`src/core/ias_pkg.sv`:
```
// Constants, register map and encodings of the image acquisition sequencer.
package ias_pkg;
    localparam int ADDR_W = 8;
    localparam int LINE_W = 20;
    // Register byte offsets.
    localparam logic [ADDR_W-1:0] OFF_CTRL = 8'h00;
    localparam logic [ADDR_W-1:0] OFF_CMD = 8'h04;
    localparam logic [ADDR_W-1:0] OFF_BURST = 8'h08;
    localparam logic [ADDR_W-1:0] OFF_PERIOD = 8'h0c;
    localparam logic [ADDR_W-1:0] OFF_EXP_R = 8'h10;
    localparam logic [ADDR_W-1:0] OFF_EXP_G = 8'h14;
    localparam logic [ADDR_W-1:0] OFF_EXP_B = 8'h18;
    localparam logic [ADDR_W-1:0] OFF_STATSEL = 8'h1c;
    localparam logic [ADDR_W-1:0] OFF_STATUS = 8'h20;
    localparam logic [ADDR_W-1:0] OFF_SEQ = 8'h24;
    localparam logic [ADDR_W-1:0] OFF_MINLN = 8'h28;
    // Control register fields.
    localparam int CTRL_MODE_LSB = 0;
    localparam int CTRL_FTRIG_BIT = 2;
    localparam int CTRL_ATRIG_BIT = 3;
    localparam int CTRL_DUAL_BIT = 4;
    // Command register bits, write one to issue.
    localparam int CMD_BEGIN_BIT = 0;
    localparam int CMD_FINISH_BIT = 1;
    localparam int CMD_CANCEL_BIT = 2;
    // Capture mode codes.
    localparam logic [1:0] MODE_ONE_SHOT = 2'h0;
    localparam logic [1:0] MODE_BURST = 2'h1;
    localparam logic [1:0] MODE_CONT = 2'h2;
    // Reset values.
    localparam logic [1:0] MODE_RESET = MODE_CONT;
    localparam logic [7:0] BURST_RESET = 8'h01;
    localparam logic [LINE_W-1:0] PERIOD_RESET = 20'h00000;
    localparam logic [LINE_W-1:0] EXP_RESET = 20'h00001;
    localparam logic [2:0] STATSEL_RESET = 3'h1;
    // Status flag positions, also the status view selector codes.
    localparam int ST_CAP_PEND = 0;
    localparam int ST_CAP_ALLOW = 1;
    localparam int ST_CAP_XFER = 2;
    localparam int ST_FRM_PEND = 3;
    localparam int ST_FRM_WIN = 4;
    localparam int ST_FRM_XFER = 5;
    localparam int ST_EXP_WIN = 6;
    localparam int ST_STRM_WAIT = 7;
    localparam int STATUS_SEL_BIT = 8;
    // Longest frame period and the sensor line time it is converted with.
    localparam longint MAX_PERIOD_MS = 500;
    localparam longint LINE_NS = 30000;
    localparam logic [LINE_W-1:0] MAX_PERIOD_LINES = LINE_W'(MAX_PERIOD_MS * 1000000 / LINE_NS);
    typedef enum logic [2:0] {S_IDLE, S_ARM, S_FWAIT, S_EXPOSE, S_READ, S_STREAM} ias_state_e;
endpackage

```
`src/core/ias_sequencer.sv`:
```
// Acquisition sequencer: frame counting, stop/cancel handling, frame period and status flags.
//
// Contract
// - One-shot mode emits one frame per begin, then clears capture-allowed itself.
// - Burst mode emits the programmed total (1 to 255) frames, then stops.
// - Continuous mode runs at the frame period until a finish or cancel command.
// - Capture mode resets to continuous.
// - Sequence number increments on begin, clears only on finish.
// - Finish or cancel while capture is allowed clears capture-allowed and stops.
// - Ending a burst early resets the produced frame count.
// - Begin shows trigger-pending, then capture-allowed, frames, then allowed clears.
// - Frame window rises with capture-allowed, or on frame trigger if enabled.
// - One-shot mode does not run while dual exposure is selected.
// - Cancel during readout finishes readout and streaming, then clears allowed.
// - Cancel before readout lets exposure finish, drops the frame, clears allowed.
// - Cancel while waiting for a trigger clears capture-allowed at once.
// - Free-run period equals programmed lines, limited to half a second.
// - Period below the readout line count is raised to that minimum.
// - Frame period setting is ignored while frame triggering is enabled.
// - Exposure longer than the period stretches the period.
// - Status selector picks one of eight flags for reporting.
// - Exposure window spans the longest of the three colour exposures.
// - Stream wait flag follows the stream's waiting state.
// - Start trigger enabled waits for it before capture-allowed; else sets directly.
//
// Added by the designer: the register addresses and the APB slave port.
`timescale 1ns/1ps
module ias_sequencer (
    input wire logic ref_clk, // 200 MHz clock
    input wire logic rst_b, // Asynchronous reset, active low
    input wire logic ce, // Clock enable, freezes all state when low
    input wire logic psel, // APB select
    input wire logic penable, // APB enable
    input wire logic pwrite, // APB write
    input wire logic [ias_pkg::ADDR_W-1:0] paddr, // APB byte address
    input wire logic [31:0] pwdata, // APB write data
    output logic [31:0] prdata, // APB read data
    output logic pready, // APB ready
    output logic pslverr, // APB error on unmapped address
    input wire logic acqTrigPin, // Acquisition start trigger pin
    input wire logic frameTrigPin, // Frame start trigger pin
    input wire logic lineTick, // One pulse per sensor line
    input wire logic [ias_pkg::LINE_W-1:0] minPeriodLines, // Readout lines of the area of interest
    input wire logic streamBusy, // Stream engine is sending data
    input wire logic streamDone, // Pulse: streaming of the current frame ended
    input wire logic streamWaiting, // Stream engine sits in its waiting state
    output logic captureAllowed, // Capture allowed
    output logic captureTriggerPending, // Waiting for acquisition start trigger
    output logic frameWindow, // Frame window
    output logic exposureWindow, // Exposure in progress
    output logic readoutActive, // Sensor readout in progress
    output logic streamStart, // Pulse: stream the frame just read out
    output logic statusFlag // Flag chosen by the status view selector
);
    import ias_pkg::*;

    function automatic logic [LINE_W-1:0] maxLn(input logic [LINE_W-1:0] a,
                                                input logic [LINE_W-1:0] b);
        return (a > b) ? a : b;
    endfunction

    // Register bank and APB slave state.
    logic [1:0] mode_q, mode_d;
    logic fTrigEn_q, fTrigEn_d, aTrigEn_q, aTrigEn_d, dual_q, dual_d;
    logic [7:0] burstTotal_q, burstTotal_d;
    logic [LINE_W-1:0] period_q, period_d;
    logic [LINE_W-1:0] expR_q, expR_d, expG_q, expG_d, expB_q, expB_d;
    logic [2:0] statSel_q, statSel_d;
    logic [31:0] prdata_d;
    logic pready_d, pslverr_d;
    logic cmdBegin, cmdFinish, cmdCancel;

    // Sequencer state.
    ias_state_e state_q, state_d;
    logic [LINE_W-1:0] lineCnt_q, lineCnt_d, periodCnt_q, periodCnt_d;
    logic [7:0] framesDone_q, framesDone_d;
    logic [31:0] seqNum_q, seqNum_d;
    logic abortPend_q, abortPend_d;
    logic allowed_d, pending_d, frameWin_d, expWin_d, readout_d, streamStart_d, statusFlag_d;
    logic [7:0] flags;
    logic [LINE_W-1:0] expMax, effPeriod;

    // Pin synchronisers; the third stage only serves the edge detectors.
    logic [2:0] aSync_q, fSync_q;
    logic acqTrigRise, frameTrigRise;

    assign acqTrigRise = aSync_q[1] & ~aSync_q[2];
    assign frameTrigRise = fSync_q[1] & ~fSync_q[2];

    // APB: the access phase lasts two cycles; the write lands where pready is seen high.
    always_comb begin
        logic access;
        logic take;
        access = psel & penable;
        take = access & pready;
        mode_d = mode_q;
        fTrigEn_d = fTrigEn_q;
        aTrigEn_d = aTrigEn_q;
        dual_d = dual_q;
        burstTotal_d = burstTotal_q;
        period_d = period_q;
        expR_d = expR_q;
        expG_d = expG_q;
        expB_d = expB_q;
        statSel_d = statSel_q;
        prdata_d = prdata;
        pready_d = access & ~pready;
        pslverr_d = 1'b0;
        cmdBegin = 1'b0;
        cmdFinish = 1'b0;
        cmdCancel = 1'b0;
        if (access && !pready) begin
            prdata_d = 32'h00000000;
            unique case (paddr)
                OFF_CTRL: begin
                    prdata_d[CTRL_MODE_LSB +: 2] = mode_q;
                    prdata_d[CTRL_FTRIG_BIT] = fTrigEn_q;
                    prdata_d[CTRL_ATRIG_BIT] = aTrigEn_q;
                    prdata_d[CTRL_DUAL_BIT] = dual_q;
                end
                OFF_CMD: prdata_d = 32'h00000000;
                OFF_BURST: prdata_d[7:0] = burstTotal_q;
                OFF_PERIOD: prdata_d[LINE_W-1:0] = period_q;
                OFF_EXP_R: prdata_d[LINE_W-1:0] = expR_q;
                OFF_EXP_G: prdata_d[LINE_W-1:0] = expG_q;
                OFF_EXP_B: prdata_d[LINE_W-1:0] = expB_q;
                OFF_STATSEL: prdata_d[2:0] = statSel_q;
                OFF_STATUS: begin
                    prdata_d[7:0] = flags;
                    prdata_d[STATUS_SEL_BIT] = statusFlag;
                end
                OFF_SEQ: prdata_d = seqNum_q;
                OFF_MINLN: prdata_d[LINE_W-1:0] = minPeriodLines;
                default: pslverr_d = 1'b1;
            endcase
        end
        if (take) begin
            pslverr_d = 1'b0;
        end
        if (take && pwrite && !pslverr) begin
            unique case (paddr)
                OFF_CTRL: begin
                    mode_d = pwdata[CTRL_MODE_LSB +: 2];
                    fTrigEn_d = pwdata[CTRL_FTRIG_BIT];
                    aTrigEn_d = pwdata[CTRL_ATRIG_BIT];
                    dual_d = pwdata[CTRL_DUAL_BIT];
                end
                OFF_CMD: begin
                    cmdBegin = pwdata[CMD_BEGIN_BIT];
                    cmdFinish = pwdata[CMD_FINISH_BIT];
                    cmdCancel = pwdata[CMD_CANCEL_BIT];
                end
                OFF_BURST: begin
                    // A total of zero is outside the legal range and is dropped.
                    if (pwdata[7:0] != 8'h00) begin
                        burstTotal_d = pwdata[7:0];
                    end
                end
                OFF_PERIOD: period_d = pwdata[LINE_W-1:0];
                OFF_EXP_R: expR_d = pwdata[LINE_W-1:0];
                OFF_EXP_G: expG_d = pwdata[LINE_W-1:0];
                OFF_EXP_B: expB_d = pwdata[LINE_W-1:0];
                OFF_STATSEL: statSel_d = pwdata[2:0];
                default: begin
                end
            endcase
        end
    end

    always_ff @(posedge ref_clk or negedge rst_b) begin
        if (!rst_b) begin
            mode_q <= MODE_RESET;
            fTrigEn_q <= 1'b0;
            aTrigEn_q <= 1'b0;
            dual_q <= 1'b0;
            burstTotal_q <= BURST_RESET;
            period_q <= PERIOD_RESET;
            expR_q <= EXP_RESET;
            expG_q <= EXP_RESET;
            expB_q <= EXP_RESET;
            statSel_q <= STATSEL_RESET;
            prdata <= 32'h00000000;
            pready <= 1'b0;
            pslverr <= 1'b0;
        end else if (ce) begin
            mode_q <= mode_d;
            fTrigEn_q <= fTrigEn_d;
            aTrigEn_q <= aTrigEn_d;
            dual_q <= dual_d;
            burstTotal_q <= burstTotal_d;
            period_q <= period_d;
            expR_q <= expR_d;
            expG_q <= expG_d;
            expB_q <= expB_d;
            statSel_q <= statSel_d;
            prdata <= prdata_d;
            pready <= pready_d;
            pslverr <= pslverr_d;
        end
    end

    // Exposure time is the longest colour channel, so the window covers all three.
    assign expMax = maxLn(expR_q, maxLn(expG_q, expB_q));
    // Free-run period: clamp to the half-second limit, raise to readout and exposure.
    assign effPeriod = maxLn(maxLn((period_q > MAX_PERIOD_LINES) ? MAX_PERIOD_LINES : period_q,
                                   minPeriodLines), expMax);

    always_comb begin
        flags = 8'h00;
        flags[ST_CAP_PEND] = captureTriggerPending;
        flags[ST_CAP_ALLOW] = captureAllowed;
        flags[ST_CAP_XFER] = captureAllowed & (streamBusy | (state_q == S_STREAM));
        flags[ST_FRM_PEND] = (state_q == S_FWAIT) & fTrigEn_q;
        flags[ST_FRM_WIN] = frameWindow;
        flags[ST_FRM_XFER] = (state_q == S_STREAM);
        flags[ST_EXP_WIN] = exposureWindow;
        flags[ST_STRM_WAIT] = streamWaiting;
    end

    always_comb begin
        logic stop;
        logic lastFrame;
        stop = 1'b0;
        lastFrame = 1'b0;
        state_d = state_q;
        lineCnt_d = lineCnt_q;
        periodCnt_d = periodCnt_q;
        framesDone_d = framesDone_q;
        seqNum_d = seqNum_q;
        abortPend_d = abortPend_q;
        allowed_d = captureAllowed;
        pending_d = 1'b0;
        frameWin_d = frameWindow;
        streamStart_d = 1'b0;
        statusFlag_d = flags[statSel_q];
        if (lineTick && periodCnt_q != {LINE_W{1'b1}}) begin
            periodCnt_d = periodCnt_q + 1'b1;
        end
        if (lineTick && (state_q == S_EXPOSE || state_q == S_READ)) begin
            lineCnt_d = lineCnt_q + 1'b1;
        end
        unique case (state_q)
            S_IDLE: begin
                // One-shot is refused while dual exposure is selected; idle only, so a
                // begin during a run never disturbs it.
                if (cmdBegin && !(mode_q == MODE_ONE_SHOT && dual_q)) begin
                    state_d = S_ARM;
                    pending_d = 1'b1;
                    seqNum_d = seqNum_q + 32'h00000001;
                end
            end
            S_ARM: begin
                pending_d = 1'b1;
                if (cmdFinish || cmdCancel) begin
                    stop = 1'b1;
                end else if (!aTrigEn_q || acqTrigRise) begin
                    pending_d = 1'b0;
                    allowed_d = 1'b1;
                    frameWin_d = ~fTrigEn_q;
                    periodCnt_d = effPeriod;
                    state_d = S_FWAIT;
                end
            end
            S_FWAIT: begin
                if (cmdFinish || cmdCancel) begin
                    stop = 1'b1;
                end else if (fTrigEn_q ? frameTrigRise : (periodCnt_q >= effPeriod)) begin
                    frameWin_d = 1'b1;
                    periodCnt_d = '0;
                    lineCnt_d = '0;
                    state_d = S_EXPOSE;
                end
            end
            S_EXPOSE: begin
                if (cmdCancel) begin
                    abortPend_d = 1'b1;
                end
                if (cmdFinish) begin
                    stop = 1'b1;
                end else if (lineCnt_q >= expMax) begin
                    lineCnt_d = '0;
                    if (abortPend_q || cmdCancel) begin
                        stop = 1'b1;
                    end else begin
                        state_d = S_READ;
                    end
                end
            end
            S_READ: begin
                if (cmdCancel) begin
                    abortPend_d = 1'b1;
                end
                if (cmdFinish) begin
                    stop = 1'b1;
                end else if (lineCnt_q >= minPeriodLines) begin
                    streamStart_d = 1'b1;
                    state_d = S_STREAM;
                end
            end
            S_STREAM: begin
                if (cmdCancel) begin
                    abortPend_d = 1'b1;
                end
                unique case (mode_q)
                    MODE_ONE_SHOT: lastFrame = 1'b1;
                    MODE_BURST: lastFrame = (framesDone_q + 8'h01 >= burstTotal_q);
                    default: lastFrame = 1'b0;
                endcase
                if (cmdFinish) begin
                    stop = 1'b1;
                end else if (streamDone) begin
                    framesDone_d = framesDone_q + 8'h01;
                    if (lastFrame || abortPend_q || cmdCancel) begin
                        stop = 1'b1;
                    end else begin
                        frameWin_d = ~fTrigEn_q;
                        state_d = S_FWAIT;
                    end
                end
            end
        endcase
        if (stop) begin
            state_d = S_IDLE;
            allowed_d = 1'b0;
            pending_d = 1'b0;
            frameWin_d = 1'b0;
            framesDone_d = 8'h00;
            abortPend_d = 1'b0;
        end
        if (cmdFinish) begin
            seqNum_d = 32'h00000000;
        end
        expWin_d = (state_d == S_EXPOSE);
        readout_d = (state_d == S_READ);
    end

    always_ff @(posedge ref_clk or negedge rst_b) begin
        if (!rst_b) begin
            aSync_q <= 3'h0;
            fSync_q <= 3'h0;
            state_q <= S_IDLE;
            lineCnt_q <= '0;
            periodCnt_q <= '0;
            framesDone_q <= 8'h00;
            seqNum_q <= 32'h00000000;
            abortPend_q <= 1'b0;
            captureAllowed <= 1'b0;
            captureTriggerPending <= 1'b0;
            frameWindow <= 1'b0;
            exposureWindow <= 1'b0;
            readoutActive <= 1'b0;
            streamStart <= 1'b0;
            statusFlag <= 1'b0;
        end else if (ce) begin
            aSync_q <= {aSync_q[1:0], acqTrigPin};
            fSync_q <= {fSync_q[1:0], frameTrigPin};
            state_q <= state_d;
            lineCnt_q <= lineCnt_d;
            periodCnt_q <= periodCnt_d;
            framesDone_q <= framesDone_d;
            seqNum_q <= seqNum_d;
            abortPend_q <= abortPend_d;
            captureAllowed <= allowed_d;
            captureTriggerPending <= pending_d;
            frameWindow <= frameWin_d;
            exposureWindow <= expWin_d;
            readoutActive <= readout_d;
            streamStart <= streamStart_d;
            statusFlag <= statusFlag_d;
        end
    end
endmodule

```
`config.mk`:
```
export PLATFORM = sky130hd
export DESIGN_NAME = ias_sequencer
export DESIGN_NICKNAME = d
export VERILOG_FILES = /design/src/core/ias_pkg.sv /design/src/core/ias_sequencer.sv
export SDC_FILE = /design/constraint.sdc
export NUM_CORES = 1
export LEC_CHECK = 0
export BUFFER_PORTS_ARGS = -buffer_cell sky130_fd_sc_hd__buf_2
export CAP_MARGIN = 30
export CORE_AREA = 2 2 232 234
export CTS_CLUSTER_SIZE = 14
export DETAILED_ROUTE_END_ITERATION = 8
export DIE_AREA = 0 0 234 236
export SLEW_MARGIN = 15
export SYNTH_ARGS = -nofsm -noshare
export SYNTH_HDL_FRONTEND = slang
export SYNTH_SLANG_ARGS = --single-unit
```
`constraint.sdc`:
```
create_clock -name ref_clk -period 11.3 [get_ports ref_clk]
set_input_delay 0 -clock ref_clk [delete_from_list [all_inputs] [get_ports ref_clk]]
set_output_delay 0 -clock ref_clk [all_outputs]
set_load 0.02 [all_outputs]
```
=== After elaboration in Yosys (flattened, before gate mapping) ===
Index checks and enable logic that the tools add are counted.

* Register bits after elaboration: 227
* Latch bits: 0
* Memory bits (writable): 0
* Bits in read-only memories: 0
* Input port bits: 72
* Output and inout port bits: 41
* Word-level logic and storage cells: 220
* Memories: 0

* Add/sub/neg operators: 4
* Multiply operators: 0
* Divide/modulo/power cells: 0
* Magnitude comparators: 10
* Equality and inequality tests: 28
* Shift-type cells: 0
* Muxes and demuxes: 92
* Bitwise gates (word level): 12
* Reductions and logical operators: 46

{| class="wikitable"
|+ Operator list
! operator !! count
|-
| $mux W20 || 15
|-
| $mux W32 || 3
|-
| $gt A20 B20 Y1 || 4
|-
| $pmux W20 S2 || 2
|-
| $pmux W11 S6 || 1
|-
| $ge A20 B20 Y1 || 3
|-
| $mux W1 || 42
|-
| $mux W3 || 14
|-
| $add A20 B1 Y20 const B || 2
|-
| $add A32 B1 Y32 const B || 1
|-
| $eq A8 B5 Y1 const B || 4
|-
| $mux W8 || 4
|-
| $pmux W3 S10 || 1
|-
| $eq A8 B6 Y1 const B || 3
|-
| $pmux W3 S8 || 1
|-
| $reduce_and A3 Y1 || 8
|-
| $gt A20 B15 Y1 const B || 1
|-
| $ne A20 B20 Y1 const B || 1
|-
| $pmux W2 S9 || 1
|-
| $pmux W3 S6 || 1
|-
| $eq A8 B4 Y1 const B || 2
|-
| $reduce_bool A2 Y1 || 8
|-
| $mux W12 || 1
|-
| $ne A3 B2 Y1 const B || 4
|-
| other kinds (33) || 65
|}

=== Logic depth before layout (Yosys ltp) ===
* Depth after elaboration: 13
* Mapped depth: 53
* Depth with buffers taken out: 46

=== Least setup slack after synthesis ===
No wires, ideal clock.

* Path type: register -> register
* From: register expG_q[15]
* To: register periodCnt_q[2]
* Library setup time: 0.127 ns
* Data arrival time: 9.858 ns
* Required time: 11.173 ns
* Setup slack: 1.316 ns
* Cell stages (with the launch flop): 50
* Path buffers: 6
* Period minus slack after synthesis: 9.984 ns
* Path through: dfrtp_1 ha_1 a21oi_1 o21ai_1 a221oi_1 nand2_1 o21ai_0 clkbuf_1 clkbuf_1 mux2i_1 ha_1 a21o_1 a21o_1 a2111oi_0 o21ai_0 nand4bb_1 o22a_1 o21ai_2 (+14 left out) o41ai_2 o31a_1 buf_4 mux2_2 ha_1 a21o_1 a21o_1 a21o_1 a21oi_1 o21ai_0 a211oi_1 or3_1 or2_2 a21oi_1 clkbuf_1 o21ai_0 a22oi_1 o21ai_1

* Longest elaborated chain between the ends: 11
* Elaborated cells between the ends (all ways): 13
* Classes of those cells: 4 x order compare; 9 x mux

{| class="wikitable"
|+ Ends and longest elaborated chain
! what !! line !! text
|-
| start, declared || ias_sequencer.sv:67 || <nowiki>logic [LINE_W-1:0] expR_q, expR_d, expG_q, expG_d, expB_q, expB_d;</nowiki>
|-
| start signal, assigned || ias_sequencer.sv:193 || <nowiki>expG_q <= expG_d;</nowiki>
|-
| $gt A20 B20 Y1 || ias_sequencer.sv:59 || <nowiki>return (a > b) ? a : b;</nowiki>
|-
| $mux W20 (*) || ias_sequencer.sv:59 ||
|-
| $gt A20 B20 Y1 || ias_sequencer.sv:59 ||
|-
| $mux W20 (*) || ias_sequencer.sv:59 ||
|-
| $gt A20 B20 Y1 || ias_sequencer.sv:59 ||
|-
| $mux W20 (*) || ias_sequencer.sv:59 ||
|-
| $ge A20 B20 Y1 || ias_sequencer.sv:267 || <nowiki>end else if (fTrigEn_q ? frameTrigRise : (periodCnt_q >= effPeriod)) begin</nowiki>
|-
| $mux W1 || ias_sequencer.sv:267 ||
|-
| $mux W20 || ias_sequencer.sv:267 ||
|-
| $mux W20 || ias_sequencer.sv:265 || <nowiki>if (cmdFinish || cmdCancel) begin</nowiki>
|-
| $pmux W20 S2 (*) || ias_sequencer.sv:242 || <nowiki>unique case (state_q)</nowiki>
|-
| end signal, assigned || ias_sequencer.sv:359 || <nowiki>periodCnt_q <= periodCnt_d;</nowiki>
|-
| end, declared || ias_sequencer.sv:75 || <nowiki>logic [LINE_W-1:0] lineCnt_q, lineCnt_d, periodCnt_q, periodCnt_d;</nowiki>
|}

Every way passes the cells marked *; elsewhere a longest branch is shown, timed or not.
A chain may end at the register's enable or synchronous reset.

=== Worst setup path after layout ===
* From: register expG_q[15]
* To: register periodCnt_q[0]

Same word-level chain as after synthesis.

==> flow_summary.yaml <==
timing:
  maxSlewHeadroom_pct: 32.6
  rsz0062_at_grt: "false"
  fin_skew_ns: 0.0235
  setup_viol: 0
  whs_ns: 0.0242
  slew_viol_final: 0
  max_freq_mhz: 94.9
  worst_pin_slew_ns: 0.998
  final.period_utilization_pct: 93.3
  hold_violations: 0
  tns_ns: 0
  post-route-min-period_ns: 10.54
flow_run:
  maxCapViolCount: 0
cells_and_area:
  drive_above_1_share_pct: 17.3
  nets: 2074
  syn_to_final_growth_pct: 18.2
  antenna_cells: 0
  fillers: 5370
global_route:
  grt_pass1_wl_um: 78700
  grt.total_usage_pct: 18.1
  gr-total-overflow: 0
  grt_pass1_vias: 13800
  grt_max_degree: 80
  grt_antenna_before_repair: 2
cts:
  clockBufferDepth: 3
  numCtsBuffers: 29
  clkTransAtPathRegs_ns: 0.06
  cts.sinks: 227
  insertion_delay_ns: 0.57
  htreeDepth: 1
  postCtsSetupBuffers: 0
  ctsRootBufferMaster: "clkbuf_16"
  cts_tree: "done"
detailed_routing:
  drt_pass1_iterations: 5
  wl_per_cell_um: 19.4
  drt-initial-drc-count: 1179
  ant_nets: 0
  via_per_inst: 5.36
  wl_um: 49900
  dr_total_vias: 13800
  drcViolationCount: 0
critical_path:
  end_kind: "flop"
  cp-start-kind: "flop"
  path_max_fanout: 23
  cp.required_ns: 11.75
  path_class: "flop to flop"
  cp_data_arrival_time_ns: 10.99
  cp_common_cell: "a21o_1"
  slowest_stage: "or3_1"
  cpPeakStageDelay_ns: 0.44
hold_path:
  min_path_type: "primary input to asynchronous set/reset pin"
die:
  core_sq_um: 53100
  fp.dieH_um: 236
  rows: 85
  start_util_pct: 29.6
  dieWidth_um: 234
  die_area_sq_um: 55200
  io_pins: 113
synth:
  synthCells: 1715
  yosysSeqAreaShare_pct: 36.2
  yosysWarnings: 0
  ys_async_sr_fraction_pct: 100
  synth_top_cells_by_count: "dfrtp_1 (221), nand2_1 (191), ha_1 (147)"
  yosysMostFrequentCell: "dfrtp_1"
  ys.flop_type: "dfrtp_1"
  syn_area_per_cell_sq_um: 9.16
  yosysTopAreaCellShare_pct: 35.2
  synth_edf_count: 0
  syn_area_sq_um: 15700
  synth_area_leaders: "dfrtp_1 (35%), ha_1 (12%), mux2_2 (7.6%)"
  yosysTopAreaCell: "dfrtp_1"
  synth.distinct_cells: 77
  yosys_register_bits: 227
power:
  internal_power_uw: 1680
  ir_drop_mv: 0.100
  clkPwrFrac_pct: 35.9
  switching_share_pct: 33.7
  finalPower_uw: 2540
  p_per_area_nw_per_um2: 137
  power_leakage_uw: 0.00897
  p_switching_uw: 854
  p_seq_share_pct: 37.8
  p_comb_share_pct: 26.3
placed_design:
  place_hpwl_um: 38000
  gp_congestion: 0.875
  numPortBuffers: 100
outcome:
  outcome: "complete, no violations"
power by group through the flow:
stage | registers, uW | logic, uW | clock network, uW
2_1_floorplan | 949 | 451 | 0
3_3_place_gp | 968 | 626 | 0
3_5_place_dp | 971 | 647 | 0
4_1_cts | 957 | 664 | 931
5_1_grt | 970 | 753 | 962
6_report | 959 | 667 | 912
flip-flops by register name, summed over array words and instances, names as in the netlist, 2 cells and up:
signal and cells:
aSync_q 3, burstTotal_q 8, expB_q 20, expG_q 20, expR_q 20, fSync_q 3, framesDone_q 8, lineCnt_q 20
mode_q 2, periodCnt_q 20, period_q 20, prdata 32, seqNum_q 32, statSel_q 3, state_q 3
worst paths after layout:
check | endpoint | slack (ns) | cells past startpoint | from
worst max-delay path | periodCnt_q[0]$_DFFE_PN0P_ | 0.76 | 44 | expG_q[15]$_DFFE_PN0P_
worst min-delay path | seqNum_q[25]$_DFFE_PN0P_ | 0.02 | 2 | rst_b
worst max register to register | periodCnt_q[0]$_DFFE_PN0P_ | 0.76 | 44 | expG_q[15]$_DFFE_PN0P_
worst min register to register | prdata[15]$_DFFE_PN0P_ | 0.47 | 2 | prdata[15]$_DFFE_PN0P_
max in group asynchronous | lineCnt_q[15]$_DFFE_PN0P_ | 10.17 | 4 | rst_b
min in group ref_clk | pslverr$_DFFE_PN0P_ | 0.03 | 6 | paddr[4]
critical path: cells and delay by family, from the launching register on:
kind / cells / cell delay, ns
buffers and inverters: 4 / 0.91
DFF: 1 / 0.42
muxes: 2 / 0.72
AOI/OAI and AO/OA: 23 / 4.96
adders and majority gates: 4 / 1.24
and+or+nand+nor: 11 / 2.12
cells by family after synthesis:
family	synth area share (%)
and+or+nand+nor	17.0
AOI/OAI and AO/OA	15.9
DFF	36.2
buffers and inverters	4.37
muxes	11.3
adders and majority gates	11.8
xor gates and xnor gates	3.46
other	0.0239
timing repair:
item	4_1_cts	5_1_grt
endpoints found under the setup margin	0	38
resized for setup	0	4
hold endpoints to repair	209	0
hold buffers	42	0
area by class of cell:
cell class	count	area, sq um	share of cell area, %
Inverter	107	402	2.16
Clock buffer	38	820	4.41
Multi-Input combinational cell	1316	9400	50.6
Tap cell	696	871	4.69
Clock inverter	15	113	0.606
Timing Repair Buffer	174	1270	6.85
Sequential cell	227	5690	30.6
metal layers:
layer	vias up	global-route usage (%)	wire, um
li1	6481	-	-
met3	72	3.17	3430
met1	6776	25.4	22800
met4	2	4.85	1340
met5	-	0	13
met2	449	28.3	22300
per-stage QoR:
| step | setup WS, ns | std cells | util (%) | area (sq um) |
|---|---|---|---|---|
| after floorplan | 1.32 | 1719 | - | 15700 |
| after global placement | 0.801 | 2472 | 32.2 | 17100 |
| after detailed placement | 0.637 | 2476 | 32.3 | 17200 |
| after CTS | 0.603 | 2571 | 34.9 | 18500 |
| after global routing | 0.0119 | 2573 | 35.0 | 18600 |
| final | 0.761 | 2573 | 35.0 | 18600 |
placed cells by master, fill, tap and decap left out, types with 10 or more instances in the layout:
| master | count |
|---|---|
| dlygate4sd3_1 | 42 |
| xnor2_1 | 18 |
| buf_4 | 25 |
| and2_1 | 15 |
| o21ai_0 | 114 |
| clkbuf_16 | 29 |
| or3_1 | 11 |
| o22ai_1 | 20 |
| nor3_1 | 17 |
| a221oi_1 | 20 |
| mux2_2 | 106 |
| a22oi_1 | 16 |
| and4_1 | 14 |
| a21o_1 | 32 |
| a221o_1 | 12 |
| inv_1 | 106 |
| nand4_1 | 31 |
| ha_1 | 147 |
| nand2_1 | 191 |
| buf_2 | 99 |
| xor2_1 | 44 |
| clkinv_2 | 10 |
| and3_1 | 23 |
| nor2b_1 | 13 |
| dfrtp_1 | 221 |
| mux2i_1 | 51 |
| nand2b_1 | 25 |
| nor2_1 | 130 |
| a21oi_1 | 72 |
| nand3_1 | 52 |
| o21a_1 | 16 |
(Power assumes the default switching activity.)
